### config.mk
export PLATFORM = sky130hd
export DESIGN_NAME = ecf_frame_port
export DESIGN_NICKNAME = d
export VERILOG_FILES = /design/src/rtl/ecf_pkg.sv /design/src/rtl/ecf_frame_port.sv /design/src/rtl/ecf_hdr_shift.sv
export SDC_FILE = /design/constraint.sdc
export NUM_CORES = 1
export LEC_CHECK = 0
export ABC_CLOCK_PERIOD_IN_PS = 19200
export BUFFER_PORTS_ARGS = -buffer_cell sky130_fd_sc_hd__buf_2
export CAP_MARGIN = 20
export CORE_MARGIN = 5
export CORE_UTILIZATION = 50
export DETAILED_ROUTE_END_ITERATION = 12
export GPL_TIMING_DRIVEN = 1
export PLACE_DENSITY = 0.75
export RECOVER_POWER = 50
export REMOVE_ABC_BUFFERS = 1
export SLEW_MARGIN = 20
export SYNTH_ARGS = -nofsm -noshare
export SYNTH_HDL_FRONTEND = slang
export SYNTH_SLANG_ARGS = --single-unit
### constraint.sdc
create_clock -name core_clk -period 19.2 [get_ports core_clk]
set_input_delay 0 -clock core_clk [delete_from_list [all_inputs] [get_ports core_clk]]
set_output_delay 0 -clock core_clk [all_outputs]
set_load 0.03 [all_outputs]
### src/rtl/ecf_pkg.sv
package ecf_pkg;

	// geometry
	localparam int          HDR_BYTES  = 20;
	localparam int          NUM_QUEUES = 8;
	localparam int          NUM_PORTS  = 12;
	localparam int          PORT_W     = 4;
	localparam logic [3:0]  CPU_PORT   = 4'hB;

	// register byte addresses
	localparam logic [3:0]  OFS_EXT_CFG   = 4'h0;
	localparam logic [3:0]  OFS_PORT_MODE = 4'h4;
	localparam logic [3:0]  OFS_STATUS    = 4'h8;

	// field positions
	localparam int          EXT_PORT_LSB  = 0;
	localparam int          EXT_MASK_LSB  = 8;
	localparam int          INS_EN_LSB    = 0;
	localparam int          DET_EN_LSB    = 16;

	// reset values
	localparam logic [3:0]  RST_EXT_PORT  = 4'h0;
	localparam logic [7:0]  RST_EXT_MASK  = 8'h00;
	localparam logic [11:0] RST_PORT_EN   = 12'h000;

	// injection header fields, bit positions in the 160-bit header
	localparam int          INJ_BYPASS_BIT = 152;
	localparam int          INJ_DEST_LSB   = 136;

	localparam logic [1:0]  RESP_OKAY   = 2'h0;
	localparam logic [1:0]  RESP_SLVERR = 2'h2;

	typedef enum logic [1:0] {RX_IDLE = 2'h0, RX_HDR = 2'h1, RX_BODY = 2'h3} ecf_rx_state_t;
	typedef enum logic [1:0] {TX_PASS = 2'h0, TX_HDR = 2'h1, TX_HELD = 2'h3} ecf_tx_state_t;

	typedef struct packed {
		logic             valid;
		logic [7:0]       data;
		logic             last;
		logic [PORT_W-1:0] port;
	} ecf_byte_t;

	typedef struct packed {
		logic                  valid;
		logic                  bypass;
		logic [NUM_PORTS-1:0]  destMask;
		logic [PORT_W-1:0]     srcPort;
	} ecf_meta_t;

	typedef struct packed {
		logic                  extValid;
		logic                  intValid;
		logic [NUM_QUEUES-1:0] extQueues;
		logic [NUM_QUEUES-1:0] intQueues;
		logic [PORT_W-1:0]     extPort;
	} ecf_xtr_t;

endpackage : ecf_pkg

### src/rtl/ecf_frame_port.sv
// How it works
// - one global register field names the front port of the external processor, used for its traffic.
// - one global mask selects which extraction queues go to the external processor.
// - a per-port egress enable makes the block insert the extraction header into frames leaving that port.
// - a per-port ingress enable makes the block parse an injection header at the start of incoming frames.
// - the external processor may sit on any front port and uses its ordinary byte stream.
// - the side-band header stands before the destination address on both directions.
// - an injected frame goes to the analyzer or straight to the header's destination set, as the header says.
// - queues outside the mask stay with the internal processor.
// - a frame queued for several reasons may be copied to both processors.
// - the extraction header is twenty bytes of classification and reason data.
// - there are eight extraction queues.
// - injected frames are seen inside the core as arriving on port 11.
//
// Our own choices: the placing of the registers and the AXI4-Lite slave port.
`timescale 1ns/100ps
`default_nettype none
module ecf_frame_port import ecf_pkg::*; #(
	parameter int NQ = NUM_QUEUES
) (
	// clock and reset
	input  wire logic                 core_clk,
	input  wire logic                 rst,
	// axi4-lite slave
	input  wire logic [3:0]           s_axi_awaddr,
	input  wire logic                 s_axi_awvalid,
	output logic                      s_axi_awready,
	input  wire logic [31:0]          s_axi_wdata,
	input  wire logic [3:0]           s_axi_wstrb,
	input  wire logic                 s_axi_wvalid,
	output logic                      s_axi_wready,
	output logic [1:0]                s_axi_bresp,
	output logic                      s_axi_bvalid,
	input  wire logic                 s_axi_bready,
	input  wire logic [3:0]           s_axi_araddr,
	input  wire logic                 s_axi_arvalid,
	output logic                      s_axi_arready,
	output logic [31:0]               s_axi_rdata,
	output logic [1:0]                s_axi_rresp,
	output logic                      s_axi_rvalid,
	input  wire logic                 s_axi_rready,
	// extraction request from the queue system
	input  wire logic                 xtrReq,
	input  wire logic [NQ-1:0]        xtrQueues,
	output ecf_xtr_t                  xtrOut,
	// egress bytes from core, header side-band, bytes to port
	input  wire ecf_byte_t            egIn,
	input  wire logic [HDR_BYTES*8-1:0] egHeader,
	output logic                      egReady,
	output ecf_byte_t                 txOut,
	// ingress bytes from port, bytes and meta to core
	input  wire ecf_byte_t            rxIn,
	output ecf_byte_t                 coreOut,
	output ecf_meta_t                 coreMeta
);

	logic [PORT_W-1:0]    extPort;
	logic [NQ-1:0]        extMask;
	logic [NUM_PORTS-1:0] insEn;
	logic [NUM_PORTS-1:0] detEn;
	logic [7:0]           injCount;
	logic [7:0]           xtrCount;
	logic                 awHave;
	logic                 wHave;
	logic [3:0]           awAddr;
	logic [31:0]          wData;
	logic [3:0]           wStrb;
	logic                 wrFire;
	logic [31:0]          cfgWord;
	logic [31:0]          modeWord;
	logic [31:0]          next_word;

	assign cfgWord  = {16'h0000, extMask, 4'h0, extPort};
	assign modeWord = {4'h0, detEn, 4'h0, insEn};
	assign wrFire   = awHave && wHave && !s_axi_bvalid;

	function automatic logic [31:0] merge(input logic [31:0] old, input logic [31:0] nw, input logic [3:0] st);
		logic [31:0] r;
		r = old;
		for (int i = 0; i < 4; i++) begin
			if (st[i]) begin
				r[i*8 +: 8] = nw[i*8 +: 8];
			end
		end
		return r;
	endfunction : merge

	assign next_word = merge((awAddr == OFS_EXT_CFG) ? cfgWord : modeWord, wData, wStrb);

	// write channel
	always_ff @(posedge core_clk or posedge rst) begin
		if (rst) begin
			s_axi_awready <= 1'b1;
			s_axi_wready  <= 1'b1;
			s_axi_bvalid  <= 1'b0;
			s_axi_bresp   <= RESP_OKAY;
			awHave        <= 1'b0;
			wHave         <= 1'b0;
			awAddr        <= 4'h0;
			wData         <= 32'h0000_0000;
			wStrb         <= 4'h0;
		end else begin
			if (s_axi_awvalid && s_axi_awready) begin
				awAddr        <= s_axi_awaddr;
				awHave        <= 1'b1;
				s_axi_awready <= 1'b0;
			end
			if (s_axi_wvalid && s_axi_wready) begin
				wData        <= s_axi_wdata;
				wStrb        <= s_axi_wstrb;
				wHave        <= 1'b1;
				s_axi_wready <= 1'b0;
			end
			if (wrFire) begin
				awHave       <= 1'b0;
				wHave        <= 1'b0;
				s_axi_bvalid <= 1'b1;
				s_axi_bresp  <= (awAddr == OFS_EXT_CFG || awAddr == OFS_PORT_MODE || awAddr == OFS_STATUS) ?
					RESP_OKAY : RESP_SLVERR;
			end
			if (s_axi_bvalid && s_axi_bready) begin
				s_axi_bvalid  <= 1'b0;
				s_axi_awready <= 1'b1;
				s_axi_wready  <= 1'b1;
			end
		end
	end

	// configuration registers
	always_ff @(posedge core_clk or posedge rst) begin
		if (rst) begin
			extPort <= RST_EXT_PORT;
			extMask <= RST_EXT_MASK;
			insEn   <= RST_PORT_EN;
			detEn   <= RST_PORT_EN;
		end else if (wrFire && awAddr == OFS_EXT_CFG) begin
			extPort <= next_word[EXT_PORT_LSB +: PORT_W];
			extMask <= next_word[EXT_MASK_LSB +: NQ];
		end else if (wrFire && awAddr == OFS_PORT_MODE) begin
			insEn <= next_word[INS_EN_LSB +: NUM_PORTS];
			detEn <= next_word[DET_EN_LSB +: NUM_PORTS];
		end
	end

	// read channel
	always_ff @(posedge core_clk or posedge rst) begin
		if (rst) begin
			s_axi_arready <= 1'b1;
			s_axi_rvalid  <= 1'b0;
			s_axi_rdata   <= 32'h0000_0000;
			s_axi_rresp   <= RESP_OKAY;
		end else if (s_axi_arvalid && s_axi_arready) begin
			s_axi_arready <= 1'b0;
			s_axi_rvalid  <= 1'b1;
			s_axi_rresp   <= RESP_OKAY;
			unique case (s_axi_araddr)
				OFS_EXT_CFG:   s_axi_rdata <= cfgWord;
				OFS_PORT_MODE: s_axi_rdata <= modeWord;
				OFS_STATUS:    s_axi_rdata <= {16'h0000, xtrCount, injCount};
				default: begin
					s_axi_rdata <= 32'h0000_0000;
					s_axi_rresp <= RESP_SLVERR;
				end
			endcase
		end else if (s_axi_rvalid && s_axi_rready) begin
			s_axi_rvalid  <= 1'b0;
			s_axi_arready <= 1'b1;
		end
	end

	// extraction queue routing
	always_ff @(posedge core_clk or posedge rst) begin
		if (rst) begin
			xtrOut   <= '0;
			xtrCount <= 8'h00;
		end else begin
			xtrOut.extQueues <= xtrQueues & extMask;
			xtrOut.intQueues <= xtrQueues & ~extMask;
			xtrOut.extValid  <= xtrReq && |(xtrQueues & extMask);
			xtrOut.intValid  <= xtrReq && |(xtrQueues & ~extMask);
			xtrOut.extPort   <= extPort;
			if (xtrReq && |(xtrQueues & extMask)) begin
				xtrCount <= xtrCount + 8'h01;
			end
		end
	end

	// egress: header insertion ahead of destination address
	ecf_tx_state_t      txState;
	logic [4:0]         txCnt;
	logic [HDR_BYTES*8-1:0] txHdr;
	ecf_byte_t          held;
	logic               egInFrame;
	logic               insStart;

	assign insStart = txState == TX_PASS && egReady && egIn.valid && !egInFrame && insEn[egIn.port];

	always_ff @(posedge core_clk or posedge rst) begin
		if (rst) begin
			egInFrame <= 1'b0;
		end else if (egReady && egIn.valid) begin
			egInFrame <= !egIn.last;
		end
	end

	always_ff @(posedge core_clk or posedge rst) begin
		if (rst) begin
			txState <= TX_PASS;
			txCnt   <= 5'h00;
			txHdr   <= '0;
			held    <= '0;
			egReady <= 1'b1;
			txOut   <= '0;
		end else begin
			unique case (txState)
				TX_PASS: begin
					txOut <= egIn;
					txOut.valid <= egIn.valid && egReady;
					if (insStart) begin
						held        <= egIn;
						txHdr       <= {egHeader[HDR_BYTES*8-9:0], 8'h00};
						txOut.data  <= egHeader[HDR_BYTES*8-1 -: 8];
						txOut.last  <= 1'b0;
						txCnt       <= 5'h01;
						egReady     <= 1'b0;
						txState     <= TX_HDR;
					end
				end
				TX_HDR: begin
					txOut.valid <= 1'b1;
					txOut.data  <= txHdr[HDR_BYTES*8-1 -: 8];
					txOut.last  <= 1'b0;
					txHdr       <= {txHdr[HDR_BYTES*8-9:0], 8'h00};
					txCnt       <= txCnt + 5'h01;
					if (txCnt == 5'(HDR_BYTES - 1)) begin
						txState <= TX_HELD;
					end
				end
				TX_HELD: begin
					txOut   <= held;
					egReady <= 1'b1;
					txState <= TX_PASS;
				end
				default: begin
					txState <= TX_PASS;
					egReady <= 1'b1;
					txOut   <= '0;
				end
			endcase
		end
	end

	// ingress: injection header detection and parsing
	ecf_rx_state_t          rxState;
	logic [4:0]             rxCnt;
	logic [HDR_BYTES*8-1:0] injHdr;
	logic                   hdrShift;
	logic                   hdrDone;

	assign hdrShift = rxIn.valid && (rxState == RX_HDR || (rxState == RX_IDLE && detEn[rxIn.port]));
	assign hdrDone  = rxState == RX_HDR && rxIn.valid && !rxIn.last && rxCnt == 5'(HDR_BYTES - 1);

	ecf_hdr_shift #(
		.NBYTES (HDR_BYTES)
	) u_hdr (
		.core_clk (core_clk),
		.rst      (rst),
		.shiftEn  (hdrShift),
		.byteIn   (rxIn.data),
		.hdr      (injHdr)
	);

	always_ff @(posedge core_clk or posedge rst) begin
		if (rst) begin
			rxState  <= RX_IDLE;
			rxCnt    <= 5'h00;
			coreOut  <= '0;
			coreMeta <= '0;
			injCount <= 8'h00;
		end else begin
			coreOut.valid  <= 1'b0;
			coreMeta.valid <= 1'b0;
			unique case (rxState)
				RX_IDLE: begin
					if (rxIn.valid && detEn[rxIn.port]) begin
						rxCnt   <= 5'h01;
						rxState <= rxIn.last ? RX_IDLE : RX_HDR;
					end else if (rxIn.valid) begin
						coreOut        <= rxIn;
						coreMeta       <= '{valid: 1'b1, bypass: 1'b0, destMask: '0, srcPort: rxIn.port};
						rxState        <= rxIn.last ? RX_IDLE : RX_BODY;
					end
				end
				RX_HDR: begin
					if (rxIn.valid) begin
						rxCnt <= rxCnt + 5'h01;
						if (rxIn.last) begin
							rxState <= RX_IDLE;
						end else if (hdrDone) begin
							coreMeta.valid    <= 1'b1;
							coreMeta.bypass   <= injHdr[INJ_BYPASS_BIT - 8];
							coreMeta.destMask <= injHdr[INJ_DEST_LSB - 8 +: NUM_PORTS];
							coreMeta.srcPort  <= CPU_PORT;
							injCount          <= injCount + 8'h01;
							rxState           <= RX_BODY;
						end
					end
				end
				RX_BODY: begin
					if (rxIn.valid) begin
						coreOut      <= rxIn;
						coreOut.port <= coreMeta.srcPort;
						if (rxIn.last) begin
							rxState <= RX_IDLE;
						end
					end
				end
				default: rxState <= RX_IDLE;
			endcase
		end
	end
endmodule : ecf_frame_port
`default_nettype wire

### src/rtl/ecf_hdr_shift.sv
`timescale 1ns/100ps
`default_nettype none
module ecf_hdr_shift #(
	parameter int NBYTES = 20
) (
	// clock and reset
	input  wire logic                 core_clk,
	input  wire logic                 rst,
	// byte in
	input  wire logic                 shiftEn,
	input  wire logic [7:0]           byteIn,
	// collected header, first byte in the top lane
	output logic      [NBYTES*8-1:0]  hdr
);

	always_ff @(posedge core_clk or posedge rst) begin
		if (rst) begin
			hdr <= '0;
		end else if (shiftEn) begin
			hdr <= {hdr[NBYTES*8-9:0], byteIn};
		end
	end

endmodule : ecf_hdr_shift
`default_nettype wire

# Word-level counts from Yosys, hierarchy flattened
# Index checks and enable logic that the tools add are counted.
# totals
register_bits	534
romBits	0
latchBits	0
mem_count	0
out_inout_bits	110
ram_bits	0
# classes
bitwise_logic	6
reduce_logical	62
n_addsub	4
n_mul	0
shifts	0
n_lt_le_gt_ge	2
div	0
n_eq_ne	23
n_mux	61
# ops
operator	count
$pmux 160 s2	1
$mux 160	1
$mux 18	5
$pmux 28 s3	1
$mux 14	3
$pmux 18 s2	1
$pmux 10 s3	1
$mux 28	1
$pmux 14 s2	1
$mux 2	12
$mux 8	3
$reduce_bool 2->1	12
$logic_and 1x1->1	22
$ne 2x2->1 const B	10
$pmux 5 s2	2
$mux 1	18
$add 8x1->8 const B	2
$and 8x8->8	2
$reduce_or 8->1	2
$mux 5	3
$pmux 4 s3	1
$reduce_and 2->1	6
$reduce_and 3->1	4
$add 5x1->5 const B	2
25 further kinds	42

# Logic depth before layout (Yosys ltp)
# depth
ltp_word	8
mapped_depth	11
depth_no_buf	7

# Modules after synthesis
# From an unflattened synthesis, not the netlist that was laid out.
# unflattened
cells_unflattened	1750
hier_area_um2	22997.1
# by_module_without_submodules
module	cells_each	seq_area_each_um2	instances	area_per_inst_um2
ecf_frame_port	1411	9389.0	1	16647.2
ecf_hdr_shift	339	4003.8	1	6349.8

# Least setup slack after synthesis
# No wires, ideal clock.
# synth_timing
kind	reg-to-reg
start	register txState[0]
end	register txHdr[10]
synth_period_minus_slack_ps	2413
t_arrival_ps	2284
path_stages_with_launch	12
t_required_ps	19071
setup_slack_ps	16787
cell_sequence	dfrtp_1 -> inv_1 -> ha_1 -> buf_2 -> nand3_1 -> or2_2 -> nor4_2 -> buf_2 -> buf_4 -> buf_2 -> mux2i_1 -> o2bb2ai_1
# synth_between
elab_chain_cells	7
word_cells_on_any_way	10
# synth_rtl
element	line	source
start: declaration	ecf_frame_port.sv:189	ecf_tx_state_t txState;
start signal: assignment	ecf_frame_port.sv:208	txState <= TX_PASS;
start signal: assignment	ecf_frame_port.sv:226	txState <= TX_HDR;
start signal: assignment	ecf_frame_port.sv:236	txState <= TX_HELD;
$logic_not 2->1	ecf_frame_port.sv:196, ecf_frame_port.sv:215	
$logic_and 1x1->1 (4 in series)	ecf_frame_port.sv:196	assign insStart = txState == TX_PASS && egReady && egIn.valid && !egInFrame && insEn[egIn.port];
$ne 2x2->1 (no line)	n/a	
$reduce_and 2->1 (no line)	n/a	
end signal: assignment	ecf_frame_port.sv:221	txHdr <= {egHeader[HDR_BYTES*8-9:0], 8'h00};
end signal: assignment	ecf_frame_port.sv:233	txHdr <= {txHdr[HDR_BYTES*8-9:0], 8'h00};
end: declaration	ecf_frame_port.sv:191	logic [HDR_BYTES*8-1:0] txHdr;
# Parallel ways exist; a longest one is shown, timed or not.
# A chain may end at the register's enable or synchronous reset.

==> qor.txt <==
STATUS
----------------------------------------------------------------------------------------
Outcome                                                                     finished with violations
Violated checks                                                             max-capacitance violations, max-slew violations

FLOORPLANNING
----------------------------------------------------------------------------------------
Die X                                                                             223 um
Number of placed I/O pins                                                            358
Die height                                                                        223 um
Row Count                                                                             78
Initial cell density of the core                                                   50.4%
Core ar.                                                                      45,200 um2
Die area                                                                      49,900 um2

GLOBAL ROUTE
----------------------------------------------------------------------------------------
Total overflow reported by the global router                                           0
Initial antenna violation count                                                        5
Via count of the first global-routing pass                                        18,600
GRT Overall Usage                                                                  24.2%
Global-route wire length before repair                                           99.5 mm
Maximum number of pins on one net before global-route repair                         172

CRITICAL PATH
----------------------------------------------------------------------------------------
Setup slack of the worst register-to-register path                             14,570 ps
CP arrival                                                                       7060 ps
Cell type of the slowest stage on the worst timing path                     sky130_fd_sc_hd__clkinvlp_2
Delay of the slowest critical-path stage                                         3110 ps
Setup crit end kind                                                         asynchronous set/reset pin
Crit path launch type                                                          input pin
Endpoint required time on the critical path                                    18,930 ps
Largest driver fanout on the critical path                                           134
Cell repeated most along the worst path                                     sky130_fd_sc_hd__clkbuf_1
Series of cell instances along the critical path                            dlygate4sd3_1 > clkbuf_1 > clkinvlp_2 > clkbuf_1
Worst path top cell family by delay                                         buffers and inverters
Kind of critical path                                                       input pin to asynchronous set/reset pin
Count of buffering cells on the critical path with inverters included                  4

SYNTHESIS
----------------------------------------------------------------------------------------
Summed instance area of the synthesized netlist                               22,800 um2
Library cells used by synthesis                                                       67
Fraction of the yosys area taken by sequential cells                               56.8%
Top cell type's share of synthesized area                                          56.3%
Biggest area contributors in the synthesized netlist                        sky130_fd_sc_hd__dfrtp_1 (56%), sky130_fd_sc_hd__mux2_2 (7.1%), sky130_fd_sc_hd__mux2_4 (5.9%)
Number of synthesized register bits                                                  516
Predominant post-synthesis flop cell                                        sky130_fd_sc_hd__dfrtp_1
Top-count cell post-synth                                                   sky130_fd_sc_hd__dfrtp_1
Warnings, synthesis                                                                    0
Cell count after synthesis                                                         1,806
Number of enable-type register cells in the synthesized netlist                        0
Ranking of synthesized cells by instance count                              sky130_fd_sc_hd__dfrtp_1 (512), sky130_fd_sc_hd__mux2_2 (143), sky130_fd_sc_hd__o21ai_0 (127)
Share of synthesized flip-flops with an asynchronous set or reset                   100%
Cell taking the most area after synthesis                                   sky130_fd_sc_hd__dfrtp_1
Mean Syn Cell Area                                                              12.6 um2

STA
----------------------------------------------------------------------------------------
Unrepaired setup endpoints after global routing                                       no
Count of final setup violators                                                         0
FMAX                                                                           0.137 GHz
Final critical-path setup slack                                                11,880 ps
Final worst path period share                                                      38.1%
Final total negative setup slack                                                    0 ps
Relative max-transition margin                                                     -277%
Min Tclk post-route                                                              7320 ps
Final hold viol count                                                                  0
Worst Skew                                                                       17.3 ps
Max Transition Viols Final                                                           296
Measured slew at the worst slew-check pin                                        5620 ps
Worst Hold Slack                                                                  118 ps

DETAILED ROUTING
----------------------------------------------------------------------------------------
Via total after detailed routing                                                  17,400
Detailed-route vias per instance                                                    5.80
Detailed-route wire length per cell                                              20.6 um
Number of search-and-repair iterations in the first detailed-routing pass              5
Aggregate routed wire length                                                     61.8 mm
Initial DRC Count                                                                  1,441
Total DRC errors in the routed layout                                                  0
Final ANT Viol Nets                                                                    0

PLACEMENT
----------------------------------------------------------------------------------------
GP Congestion                                                                      0.829
Setup slack at placement                                                       14,650 ps
Number of cells after detailed placement                                           2,646
Post-DP HPWL                                                                     35.9 mm
Number of I/O port buffers                                                           347

CTS
----------------------------------------------------------------------------------------
Clock-pin slew on the worst setup and hold paths                                   60 ps
Buffer type at the clock tree root                                          sky130_fd_sc_hd__clkbuf_16
Buffers inserted by post-CTS timing repair                                             0
Deepest level of the CTS H-tree                                                        2
Worst-case clock buffer depth                                                          3
Clock tree from TritonCTS                                                           done
Clock latency at the later pin of the worst-skew pair                             610 ps
Count of cells resized by post-cts repair                                              0
Quantity of hold-fixing buffers added after cts                                      250
Sink Count                                                                           516
Number of buffers inserted during clock tree synthesis                                54

POWER
----------------------------------------------------------------------------------------
Pwr per Cell Area                                                             148 nW/um2
IR Drop Worst-Case VDD                                                           92.1 uV
Static power due to leakage                                                      13.2 nW

FINISH
----------------------------------------------------------------------------------------
Ratio of cells with drive above 1 in the final layout                              25.6%
Fin cells                                                                          3,001
Layout Nets                                                                        2,612
Fill cell count                                                                    3,223
Synth-to-layout area growth                                                        28.8%

RUN
----------------------------------------------------------------------------------------
# Max-Cap Violations                                                                   4

WORST HOLD PATH
----------------------------------------------------------------------------------------
Type of the tightest min-delay check                                        input pin to flop

-- cells by family (layout without fill, tap and decap cells) --
| logic type | Yosys count | in the layout | share of synthesized area, % |
|---|---|---|---|
| AOI/OAI and AO/OA | 374 | 374 | 12.0 |
| buffers and inverters | 174 | 760 | 3.48 |
| muxes | 346 | 346 | 18.2 |
| and+or+nand+nor | 370 | 370 | 8.44 |
| xor gates and xnor gates | 13 | 13 | 0.500 |
| DFF | 516 | 516 | 56.8 |
| adders and majority gates | 12 | 12 | 0.660 |
| other | 1 | 10 | 0.0165 |
-- flip-flops by register name, summed over array words and instances (netlist names), 12 cells and up --
register,count
s_axi_rdata,28
coreMeta,18
wData,28
xtrOut,22
insEn,12
detEn,12
txOut,14
txHdr,152
coreOut,14
held,14
u_hdr.hdr,141
-- per-stage QoR --
step	total power, W	utilization [%]	cell area (um2)
2_1_floorplan	0.00275	-	22100
3_3_place_gp	0.00302	55.2	24900
3_5_place_dp	0.00310	55.2	24900
4_1_cts	0.00435	65.2	29500
5_1_grt	0.00458	64.9	29300
6_report	0.00435	64.9	29300
-- where the power goes --
part	total (W)	switching [W]	internal, W
Combinational	0.00146	0.000798	0.000658
Sequential	0.00171	0.000242	0.00146
Clock	0.00118	0.000448	0.000737
-- area by class of cell --
cell class | instances | area, um2 | area share [%]
antenna | 4 | 10.0 | 0.0341
timing repair buffer | 622 | 4300 | 14.7
clock inverter | 29 | 510 | 1.74
tap | 600 | 751 | 2.56
sequential | 516 | 12900 | 44.0
inverter | 37 | 140 | 0.478
clock buffer | 72 | 1530 | 5.22
multi-input combinational | 1121 | 9170 | 31.3
-- worst reg2reg max path: stages (launching register included) --
cell and delay [ps]:
sky130_fd_sc_hd__dfrtp_1 410, sky130_fd_sc_hd__inv_1 150, sky130_fd_sc_hd__ha_1 760, sky130_fd_sc_hd__nand3_1 250, sky130_fd_sc_hd__or2_2 400, sky130_fd_sc_hd__nor4_4 260, sky130_fd_sc_hd__buf_4 760, sky130_fd_sc_hd__buf_4 950
sky130_fd_sc_hd__mux2i_1 260, sky130_fd_sc_hd__o211ai_1 320
-- worst paths after layout --
path | startpoint | to | cells after the start
setup / recovery | rst | u_hdr.hdr[130] | 4
min in group asynchronous | rst | txOut[6] | 3
max in group core_clk | txState[1] | txHdr[21] | 9
hold reg to reg | extPort[2] | xtrOut[2] | 0
hold / removal | s_axi_araddr[1] | s_axi_rdata[13] | 5
setup reg to reg | txState[1] | txHdr[21] | 9
-- metal layers --
layer / global-route usage, % / routed length [um] / part of all wire [%]
met5: 0 / 27 / 0.044
met4: 9.05 / 2360 / 3.8
met3: 5.67 / 4350 / 7.0
met2: 41.0 / 30700 / 50
met1: 30.5 / 24300 / 39
-- placed cells by master, fill, tap and decap left out, types with 90 or more instances in the layout --
cell type and n:
sky130_fd_sc_hd__buf_2 242, sky130_fd_sc_hd__clkbuf_1 116, sky130_fd_sc_hd__dfrtp_1 512, sky130_fd_sc_hd__dlygate4sd3_1 250, sky130_fd_sc_hd__mux2_2 143, sky130_fd_sc_hd__mux2_4 90, sky130_fd_sc_hd__mux2i_1 109, sky130_fd_sc_hd__nand2_1 112
sky130_fd_sc_hd__nand3_1 96, sky130_fd_sc_hd__o21ai_0 127
(Power assumes the default switching activity.)
